`src/cte_pkg.sv`:
```
`default_nettype none
package cte_pkg;
  // clock and sequencing times
  localparam int CTE_CLK_PERIOD_NS = 4;
  localparam int CTE_INIT_TIME_NS = 17000;
  localparam int CTE_PAUSE_TIME_NS = 3200;
  localparam int CTE_INIT_CYC = CTE_INIT_TIME_NS / CTE_CLK_PERIOD_NS;
  localparam int CTE_PAUSE_CYC =
    (CTE_PAUSE_TIME_NS + CTE_CLK_PERIOD_NS - 1) / CTE_CLK_PERIOD_NS;
  localparam int CTE_CNT_W = 13;
  localparam int CTE_ADDR_W = 16;
  // trap vectors and halt psw
  localparam logic [7:0] CTE_VEC_ZERO = 8'h00;
  localparam logic [7:0] CTE_VEC_ODD = 8'h04;
  localparam logic [7:0] CTE_VEC_ILL = 8'h08;
  localparam logic [7:0] CTE_VEC_TRACE = 8'h0c;
  localparam logic [7:0] CTE_VEC_PFAIL = 8'h14;
  localparam logic [7:0] CTE_VEC_EVENT = 8'h40;
  localparam logic [7:0] CTE_VEC_HALTLINE = 8'h60;
  localparam logic [7:0] CTE_HALT_PSW = 8'he0;
  // priority levels
  localparam logic [2:0] CTE_LVL_EVENT = 3'h6;
  localparam logic [2:0] CTE_LVL_BUS = 3'h4;
  // opcode decode
  localparam logic [15:0] CTE_OP_HALT = 16'h0000;
  localparam logic [15:0] CTE_OP_RESET = 16'h0005;
  localparam logic [15:0] CTE_OP_RTT = 16'h0006;
  localparam logic [15:0] CTE_ILL_A_LO = 16'h0088;
  localparam logic [15:0] CTE_ILL_A_HI = 16'h0097;
  localparam logic [15:0] CTE_ILL_B_LO = 16'h7000;
  localparam logic [15:0] CTE_ILL_B_HI = 16'h77ff;
  localparam logic [15:0] CTE_ILL_C_LO = 16'h7a00;
  localparam logic [15:0] CTE_ILL_C_HI = 16'h7bff;
  localparam logic [15:0] CTE_ILL_D_LO = 16'hf000;
  localparam logic [15:0] CTE_MARK_LO = 16'h0d00;
  localparam logic [15:0] CTE_MARK_HI = 16'h0d3f;
  localparam logic [3:0] CTE_COPY_TOP = 4'h1;
  localparam logic [15:0] CTE_CLR_LO = 16'h0a00;
  localparam logic [15:0] CTE_CLR_HI = 16'h0a3f;
  localparam logic [15:0] CTE_CLRB_LO = 16'h8a00;
  localparam logic [15:0] CTE_CLRB_HI = 16'h8a3f;
  localparam logic [15:0] CTE_SXT_LO = 16'h0dc0;
  localparam logic [15:0] CTE_SXT_HI = 16'h0dff;
  localparam int CTE_PIN_W = 6;
  typedef enum logic [2:0] {
    CTE_S_IDLE, CTE_S_BUS, CTE_S_GAP, CTE_S_IAK, CTE_S_RST_INIT, CTE_S_RST_PAUSE
  } cte_state_t;
endpackage
`default_nettype wire

```
`src/cte_trap_unit.sv`:
```
// Overview of operation
// [RULE1] reset instruction: init 17us, pause 3.2us
// [RULE2] odd stack pointer references never trap
// [RULE3] missing device via stack traps restart
// [RULE4] copy word last cycle reads then writes
// [RULE5] clear and sign-extend last cycle read-write
// [RULE6] top register window is ordinary memory
// [RULE7] pc increment survives bus error
// [RULE8] autoincrement register still incremented on error
// [RULE9] halt stacks, psw 340, pc restart
// [RULE10] power-up start at restart address, nothing stacked
// [RULE11] bus error traps after instruction completes
// [RULE12] external event line interrupts at level 6
// [RULE13] acknowledge error: vector 0, restart, one instruction
// [RULE14] sixteen address bits only
// [RULE15] jumpered halt line: nmi via 140
// [RULE16] vector taken from data bits 7..2
// [RULE17] local vectors must not come from bus; the code only raises vec_conflict and still traps through the bus vector
// [RULE18] fixed arbitration order dma first, wait last
// [RULE19] sob rtt sxt xor kept, mark dropped
// [RULE20] trace trap precedes pending interrupt
// [RULE21] reserved opcode ranges trap through 10
`timescale 1ns/1ns
`default_nettype none
module cte_trap_unit
  import cte_pkg::*;
#(
  parameter int INIT_CYCLES = CTE_INIT_CYC
) (
  // clock and reset
  input wire logic ref_clk,
  input wire logic resetn,
  // asynchronous pins
  input wire logic external_event_line,
  input wire logic halt_line,
  input wire logic halt_nmi_en,
  input wire logic pfail_line,
  input wire logic bus_irq,
  input wire logic dma_req,
  output logic dma_grant,
  // instruction sequencer
  input wire logic instr_valid,
  input wire logic [15:0] opcode,
  input wire logic instr_end,
  input wire logic wait_state,
  input wire logic [2:0] psw_pri,
  input wire logic psw_trace,
  output logic core_stall,
  // core memory access
  input wire logic acc_req,
  input wire logic acc_write,
  input wire logic acc_byte,
  input wire logic acc_via_sp,
  input wire logic acc_last,
  input wire logic [CTE_ADDR_W-1:0] acc_addr,
  output logic acc_ack,
  output logic acc_err,
  // bus engine
  output logic bus_req,
  output logic bus_write,
  output logic bus_iak,
  output logic [CTE_ADDR_W-1:0] bus_addr,
  input wire logic bus_done,
  input wire logic bus_timeout,
  input wire logic [15:0] data_address_lines,
  // system initialise and traps
  output logic init_out,
  output logic trap_req,
  output logic [7:0] trap_vec,
  output logic trap_restart,
  output logic trap_psw_load,
  output logic trap_no_stack,
  output logic vec_conflict
);
  typedef struct packed {
    cte_state_t st;
    logic boot_pend;
    logic bus_req;
    logic bus_write;
    logic bus_iak;
    logic [CTE_ADDR_W-1:0] bus_addr;
    logic rmw;
    logic rmw_class;
    logic acc_ack;
    logic acc_err;
    logic [CTE_CNT_W-1:0] cnt;
    logic init_out;
    logic busy;
    logic dma_gnt;
    logic buserr_pend;
    logic odd_pend;
    logic ill_pend;
    logic halt_pend;
    logic trace_armed;
    logic pf_pend;
    logic pf_old;
    logic ev_pend;
    logic ev_old;
    logic hl_pend;
    logic hl_old;
    logic inhibit;
    logic trap_req;
    logic [7:0] trap_vec;
    logic trap_restart;
    logic trap_psw_load;
    logic trap_no_stack;
    logic vec_conflict;
  } cte_regs_t;

  localparam logic [CTE_CNT_W-1:0] INIT_LAST = CTE_CNT_W'(INIT_CYCLES - 1);
  localparam logic [CTE_CNT_W-1:0] PAUSE_LAST = CTE_CNT_W'(CTE_PAUSE_CYC - 1);

  logic [0:0] rst_q;
  logic rst_n_s;
  logic [CTE_PIN_W-1:0] pins_s;
  logic ev_s;
  logic nmi_en_s;
  logic hl_s;
  logic pf_s;
  logic irq_s;
  logic dma_s;
  logic take;
  logic hi_pend;
  cte_regs_t r;
  cte_regs_t next_r;

  cte_sync2 #(.WIDTH(1)) u_rst_sync (
    .clk(ref_clk),
    .rst_n(resetn),
    .d(1'b1),
    .q(rst_q)
  );
  assign rst_n_s = rst_q[0];

  cte_sync2 #(.WIDTH(CTE_PIN_W)) u_pin_sync (
    .clk(ref_clk),
    .rst_n(rst_n_s),
    .d({dma_req, bus_irq, pfail_line, halt_line, halt_nmi_en, external_event_line}),
    .q(pins_s)
  );
  assign ev_s = pins_s[0];
  assign nmi_en_s = pins_s[1];
  assign hl_s = pins_s[2];
  assign pf_s = pins_s[3];
  assign irq_s = pins_s[4];
  assign dma_s = pins_s[5];

  // dma outranks every boundary action
  assign take = (instr_end || wait_state) && (r.st == CTE_S_IDLE) && !dma_s // RULE18
    && !r.boot_pend && !r.dma_gnt;
  assign hi_pend = r.buserr_pend || r.hl_pend || r.pf_pend || r.halt_pend
    || r.ill_pend || r.odd_pend;

  always_comb begin
    logic is_ill;
    logic is_rmw;
    logic [7:0] vec;
    is_ill = 1'b0;
    is_rmw = 1'b0;
    vec = 8'h00;
    next_r = r;
    next_r.acc_ack = 1'b0;
    next_r.acc_err = 1'b0;
    next_r.trap_req = 1'b0;
    next_r.trap_restart = 1'b0;
    next_r.trap_psw_load = 1'b0;
    next_r.trap_no_stack = 1'b0;
    next_r.vec_conflict = 1'b0;
    next_r.ev_old = ev_s;
    next_r.pf_old = pf_s;
    next_r.hl_old = hl_s;
    // mark and the shift, multiply, divide group are left out
    is_ill = (opcode >= CTE_ILL_A_LO && opcode <= CTE_ILL_A_HI) // RULE21
      || (opcode >= CTE_ILL_B_LO && opcode <= CTE_ILL_B_HI)
      || (opcode >= CTE_ILL_C_LO && opcode <= CTE_ILL_C_HI)
      || (opcode >= CTE_ILL_D_LO)
      || (opcode >= CTE_MARK_LO && opcode <= CTE_MARK_HI); // RULE19
    is_rmw = (opcode[15:12] == CTE_COPY_TOP) // RULE4
      || (opcode >= CTE_CLR_LO && opcode <= CTE_CLR_HI) // RULE5
      || (opcode >= CTE_CLRB_LO && opcode <= CTE_CLRB_HI)
      || (opcode >= CTE_SXT_LO && opcode <= CTE_SXT_HI);
    if (instr_end) begin
      next_r.trace_armed = 1'b0;
      next_r.inhibit = 1'b0;
    end
    if (instr_valid) begin
      next_r.rmw_class = is_rmw;
      // an untraced return defers the trace by one instruction
      next_r.trace_armed = psw_trace && (opcode != CTE_OP_RTT); // RULE20
    end
    case (r.st)
      CTE_S_IDLE: begin
        next_r.dma_gnt = dma_s && !r.bus_req; // RULE18
        if (r.boot_pend) begin
          next_r.boot_pend = 1'b0;
          next_r.trap_req = 1'b1; // RULE10
          next_r.trap_restart = 1'b1;
          next_r.trap_psw_load = 1'b1;
          next_r.trap_no_stack = 1'b1;
        end else if (take) begin
          if (r.buserr_pend) begin
            next_r.buserr_pend = 1'b0; // RULE11
            next_r.trap_req = 1'b1;
            next_r.trap_vec = CTE_VEC_ZERO;
            next_r.trap_restart = 1'b1; // RULE3
          end else if (r.hl_pend) begin
            next_r.hl_pend = 1'b0;
            next_r.trap_req = 1'b1; // RULE15
            next_r.trap_vec = CTE_VEC_HALTLINE;
          end else if (r.pf_pend) begin
            next_r.pf_pend = 1'b0;
            next_r.trap_req = 1'b1;
            next_r.trap_vec = CTE_VEC_PFAIL;
          end else if (r.halt_pend) begin
            next_r.halt_pend = 1'b0;
            next_r.trap_req = 1'b1; // RULE9
            next_r.trap_restart = 1'b1;
            next_r.trap_psw_load = 1'b1;
          end else if (r.ill_pend) begin
            next_r.ill_pend = 1'b0;
            next_r.trap_req = 1'b1; // RULE21
            next_r.trap_vec = CTE_VEC_ILL;
          end else if (r.odd_pend) begin
            next_r.odd_pend = 1'b0;
            next_r.trap_req = 1'b1;
            next_r.trap_vec = CTE_VEC_ODD;
          end else if (instr_end && r.trace_armed) begin
            next_r.trap_req = 1'b1; // RULE20
            next_r.trap_vec = CTE_VEC_TRACE;
          end else if (!r.inhibit && r.ev_pend && psw_pri < CTE_LVL_EVENT) begin
            next_r.ev_pend = 1'b0;
            next_r.trap_req = 1'b1; // RULE12
            next_r.trap_vec = CTE_VEC_EVENT;
          end else if (!r.inhibit && irq_s && psw_pri < CTE_LVL_BUS) begin
            next_r.st = CTE_S_IAK;
            next_r.bus_req = 1'b1;
            next_r.bus_iak = 1'b1;
            next_r.bus_write = 1'b0;
            next_r.bus_addr = '0;
          end
        end else if (instr_valid && opcode == CTE_OP_RESET) begin
          next_r.st = CTE_S_RST_INIT; // RULE1
          next_r.init_out = 1'b1;
          next_r.busy = 1'b1;
          next_r.cnt = '0;
        end else if (acc_req && !r.acc_ack && !dma_s && !r.dma_gnt) begin
          if (acc_addr[0] && !acc_byte && !acc_via_sp) begin // RULE2
            next_r.odd_pend = 1'b1;
            next_r.acc_ack = 1'b1;
            next_r.acc_err = 1'b1;
          end else begin
            // no address is held back for internal registers
            next_r.st = CTE_S_BUS; // RULE6
            next_r.bus_req = 1'b1;
            next_r.bus_iak = 1'b0;
            next_r.bus_addr = acc_addr; // RULE14
            next_r.rmw = acc_write && acc_last && r.rmw_class; // RULE4 RULE5
            next_r.bus_write = acc_write && !(acc_last && r.rmw_class);
          end
        end
      end
      CTE_S_BUS: begin
        if (bus_done || bus_timeout) begin
          next_r.bus_req = 1'b0;
          if (bus_timeout) begin
            next_r.buserr_pend = 1'b1; // RULE11
          end
          if (r.rmw && !r.bus_write) begin
            // a failed read still lets the instruction finish its write
            next_r.st = CTE_S_GAP; // RULE4 RULE5
          end else begin
            next_r.st = CTE_S_IDLE;
            // ack even on error so pc and register increments commit
            next_r.acc_ack = 1'b1; // RULE7 RULE8
            next_r.acc_err = bus_timeout || r.acc_err;
          end
        end
      end
      CTE_S_GAP: begin
        next_r.st = CTE_S_BUS;
        next_r.bus_req = 1'b1;
        next_r.bus_write = 1'b1; // RULE5
        next_r.rmw = 1'b0;
      end
      CTE_S_IAK: begin
        if (bus_done || bus_timeout) begin
          next_r.st = CTE_S_IDLE;
          next_r.bus_req = 1'b0;
          next_r.bus_iak = 1'b0;
          next_r.trap_req = 1'b1;
          if (bus_timeout) begin
            next_r.trap_vec = CTE_VEC_ZERO; // RULE13
            next_r.trap_restart = 1'b1;
            next_r.inhibit = 1'b1;
          end else begin
            vec = {data_address_lines[7:2], 2'b00}; // RULE16
            next_r.trap_vec = vec;
            next_r.vec_conflict = (vec == CTE_VEC_EVENT) // RULE17
              || (vec == CTE_VEC_HALTLINE) || (vec == CTE_VEC_PFAIL);
          end
        end
      end
      CTE_S_RST_INIT: begin
        next_r.cnt = CTE_CNT_W'(r.cnt + 1'b1);
        if (r.cnt == INIT_LAST) begin
          next_r.init_out = 1'b0; // RULE1
          next_r.cnt = '0;
          next_r.st = CTE_S_RST_PAUSE;
        end
      end
      CTE_S_RST_PAUSE: begin
        next_r.cnt = CTE_CNT_W'(r.cnt + 1'b1);
        if (r.cnt == PAUSE_LAST) begin
          // power fail stays pending until here
          next_r.busy = 1'b0; // RULE1
          next_r.st = CTE_S_IDLE;
        end
      end
      default: begin
        next_r.st = CTE_S_IDLE;
      end
    endcase
    if (r.st != CTE_S_IDLE) begin
      next_r.dma_gnt = 1'b0;
    end
    // sets come last so an event never loses to its own clear
    if (instr_valid && is_ill) begin
      next_r.ill_pend = 1'b1; // RULE21
    end
    if (instr_valid && opcode == CTE_OP_HALT) begin
      next_r.halt_pend = 1'b1; // RULE9
    end
    if (ev_s && !r.ev_old) begin
      next_r.ev_pend = 1'b1; // RULE12
    end
    if (pf_s && !r.pf_old) begin
      next_r.pf_pend = 1'b1;
    end
    if (hl_s && !r.hl_old && nmi_en_s) begin
      next_r.hl_pend = 1'b1; // RULE15
    end
  end

  always_ff @(posedge ref_clk or negedge rst_n_s) begin
    if (!rst_n_s) begin
      r <= '0;
      r.st <= CTE_S_IDLE;
      r.boot_pend <= 1'b1;
    end else begin
      r <= next_r;
    end
  end

  assign dma_grant = r.dma_gnt;
  assign core_stall = r.busy;
  assign acc_ack = r.acc_ack;
  assign acc_err = r.acc_err;
  assign bus_req = r.bus_req;
  assign bus_write = r.bus_write;
  assign bus_iak = r.bus_iak;
  assign bus_addr = r.bus_addr;
  assign init_out = r.init_out;
  assign trap_req = r.trap_req;
  assign trap_vec = r.trap_vec;
  assign trap_restart = r.trap_restart;
  assign trap_psw_load = r.trap_psw_load;
  assign trap_no_stack = r.trap_no_stack;
  assign vec_conflict = r.vec_conflict;
endmodule // cte_trap_unit
`default_nettype wire

```
`src/cte_sync2.sv`:
```
`timescale 1ns/1ns
`default_nettype none
module cte_sync2
  import cte_pkg::*;
#(
  parameter int WIDTH = 1
) (
  // clock and reset
  input wire logic clk,
  input wire logic rst_n,
  // levels in and out
  input wire logic [WIDTH-1:0] d,
  output logic [WIDTH-1:0] q
);
  typedef struct packed {
    logic [WIDTH-1:0] meta;
    logic [WIDTH-1:0] stable;
  } cte_sync_t;
  cte_sync_t r;
  cte_sync_t next_r;
  always_comb begin
    next_r.meta = d;
    next_r.stable = r.meta;
  end
  always_ff @(posedge clk or negedge rst_n) begin
    if (!rst_n) begin
      r <= '0;
    end else begin
      r <= next_r;
    end
  end
  assign q = r.stable;
endmodule // cte_sync2
`default_nettype wire

```
`config.mk`:
```
export PLATFORM = sky130hd
export DESIGN_NAME = cte_trap_unit
export DESIGN_NICKNAME = d
export VERILOG_FILES = /design/src/cte_pkg.sv /design/src/cte_trap_unit.sv /design/src/cte_sync2.sv
export SDC_FILE = /design/constraint.sdc
export NUM_CORES = 1
export LEC_CHECK = 0
export ABC_AREA = 1
export ABC_CLOCK_PERIOD_IN_PS = 6300
export BUFFER_PORTS_ARGS = -buffer_cell sky130_fd_sc_hd__buf_4
export CORE_UTILIZATION = 36
export DETAILED_ROUTE_END_ITERATION = 16
export SYNTH_ARGS = -nofsm -noshare
export SYNTH_HDL_FRONTEND = slang
export SYNTH_SLANG_ARGS = --single-unit
```
`constraint.sdc`:
```
create_clock -name ref_clk -period 6.3 [get_ports ref_clk]
set_clock_uncertainty 0.1 [all_clocks]
set_input_delay 0 -clock ref_clk [delete_from_list [all_inputs] [get_ports ref_clk]]
set_output_delay 0 -clock ref_clk [all_outputs]
set_load 0.005 [all_outputs]
```
==> run metrics <==
IO Count=107; Post-Synth Adder-Cell Area=0.00556; clk_lat worst skew=0.33 ns; Synth Area in Compound Gates=0.0842; Most used DFF post-synth=dfrtp_1; Synth area leader=dfrtp_1; min Tclk post-route=about 2.4 ns; worst hold margin=0.0379 ns; # setup viols final=0; Worst-path clk slew=about 0.060 ns; Post-Synth Simple-Gate Area=0.348; post-synth cell types=38; R2R depth=9; Filler cells=~1.2k; GRT Util Overall=0.183; clock sink count=80; Lkg Pwr=between 3 and 4 nW; H-tree levels=3; Multi-input gate area=between 2000 and 2500 um^2; Cell Pwr Density=between 150 and 200 nW/um^2; startpoint types=input port; vias in the first global route=4049; final worst slack=3.93 ns; cells after synthesis=591; synth top area cells=dfrtp_1 44%, nand2_1 14%, nand3_1 5.0%, nor2_1 4.6%, inv_1 4.5%; hold wc startpoint=opcode[15]; core area=between 10000 and 15000 um^2; Post CTS Setup Buffer Count=0; Final period util=0.377; largest net degree at the start of global routing=79; worst hold endpoint=r[22]; status=finished clean; root buffer cell=clkbuf_16; Synth Warn #=0; fmax=about 420 MHz; Worst R2R End=bus_addr[13]; Hold Crit Class=input port to register; register area share after synthesis=0.445; area of the die=13000 um^2; CTS tree=done; DRT Pass-1 Iters=5; FF/Latch Area=2010 um^2; Finished Core Util=0.494; Initial Util=0.372; GPL Wtd Cong=0.878; Worst Path Arrival=2.55 ns; row count=40; Crit. End Element=register; antenna fix cells=0; Crit path required time=6.47 ns; mux contribution to synthesized area=0; Setup TNS Final=0 ns; FFs w/ async S/R, synth=1.00; layout cell share with drive strength beyond 1=0.197; EDFF count, synth=0; Layout Area Growth over Synthesis=33.0%; first-pass GRT wire length=19000 um; count leader, synth=nand2_1; main combinational cell family by area after synthesis=simple AND/OR/NAND/NOR gates; cell area after synthesis=approximately 4500 um^2; Post-synth top cells=166 x nand2_1, 79 x dfrtp_1, 55 x nor2_1, 54 x inv_1, 45 x nand3_1; hold path cells=5; die span in x=approximately 110 um; RSZ-0062 raised after global routing=false; mean area per synthesized cell=about 7.6 um^2; DP HPWL=around 8000 um; XOR/XNOR Fraction of Synth Area=0.00778; Setup Crit Path Kind=input port to register; Slew Limit Fails=0; area share of the largest cell type after synthesis=0.439; final global-route overflow total=0; via count=4254; initial antenna violation count=0; post_cts resized=0; crit path launch=opcode[14]; nets=783; vias per cell=4.81; critical-path maximum fanout=3; final wirelength=roughly 11000 um; Max Root-Sink Buffers=2; DRC Markers=0; VDD IR max=0.000103 V; Port Buffers=93; R2R setup slack=between 3 and 4 ns; DR WL/cell=approximately 13 um; slew margin rel.=0.319; reg-to-reg startpoint=r[64]; Die Span Y=~110 um; MaxCap Viol Count=0; Synth Register Bits=80; Hold Vio Cnt, Final=0; TritonCTS Buffers=9; Post-DRT Antenna Nets=0; worst slack, placed=approximately 4.0 ns; Iteration-0 DRC Markers=~330; Least-Margin Pin Slew=1.02 ns
kinds of logic after synthesis:
| kind of cell | Yosys count |
|---|---|
| XOR/XNOR | 4 |
| AND/OR/NAND/NOR | 340 |
| flip-flops | 80 |
| other | 2 |
| AO/OA/AOI/OAI | 64 |
| buffers and inverters | 99 |
| adder cells (fa/ha/maj) | 2 |
cells in the final DEF (no fill, tap or decap), types with 3 or more instances in the layout:
cell	synthesis	layout
nand3_1	45	45
nand4_1	18	18
inv_6	0	3
nand3b_1	21	21
inv_1	54	54
dlygate4sd3_1	0	48
o21ai_1	16	16
buf_4	26	93
nand2_2	5	5
o21ai_0	19	19
nor2_2	3	3
o211ai_1	8	8
nor3_1	16	16
inv_2	12	12
clkbuf_16	0	9
xor2_1	4	4
o22ai_1	3	3
a21oi_1	9	9
dfrtp_1	79	78
conb_1	2	3
nor2_1	55	55
nand2_1	166	166
report_power, final:
group / total (mW) / internal [mW] / switching (mW) / leakage, nW
Clock: 0.573 / 0.352 / 0.221 / 0.157
Sequential: 0.532 / 0.520 / 0.0115 / 1.03
Combinational: 0.0778 / 0.0488 / 0.0291 / 1.87
Total: 1.18 / 0.921 / 0.261 / 3.06
layer usage:
layer	vias to the layer above	global-route usage	wire length, um
li1	2143	-	-
met4	0	0.0450	84
met1	1976	0.254	5440
met2	130	0.294	5190
met3	5	0.0345	577
met5	-	0	0
per-stage QoR:
step	instances	power, mW	area (um^2)
after floorplan	592	0.558	4510
after global placement	820	0.597	5180
after detailed placement	820	0.598	5180
after CTS	884	1.20	5990
after global routing	884	1.23	5990
final	884	1.18	5990
layout make-up:
cell class	instances	area share
inverter	66	0.0414
timing repair buffer	141	0.197
multi-input combinational	413	0.337
tap	168	0.0351
clock buffer	9	0.0376
clock inverter	7	0.0171
sequential	80	0.335
timing repair:
item / 4_1_cts / 5_1_grt
hold endpoints to repair: 43 / 0
endpoints found under the setup margin: 0 / 0
hold buffers: 48 / 0
registers in the layout (all words and copies together) (netlist names), 6 cells and up:
| signal | flops |
|---|---|
| r | 31 |
| u_pin_sync.next_r | 6 |
| trap_vec | 6 |
| bus_addr | 16 |
| u_pin_sync.q | 6 |
worst max-delay path by stage:
stage,to,slack [ns],cells after the start
2_1_floorplan,acc_ack,3.81,0
3_3_place_gp,bus_addr[2],4.00,9
3_5_place_dp,bus_addr[13],3.97,9
4_1_cts,r[43],3.95,11
5_1_grt,bus_addr[11],3.80,9
6_report,r[43],3.93,11
worst max-delay path: stages:
cell           delay [ns]
dlygate4sd3_1        0.54
buf_4                0.14
nor2_1               0.13
nand2_1              0.10
inv_1                0.10
nand3b_1             0.07
o21ai_0              0.17
nand3b_1             0.08
dlygate4sd3_1        0.55
a21oi_1              0.12
dlygate4sd3_1        0.55
(Power assumes the default switching activity.)
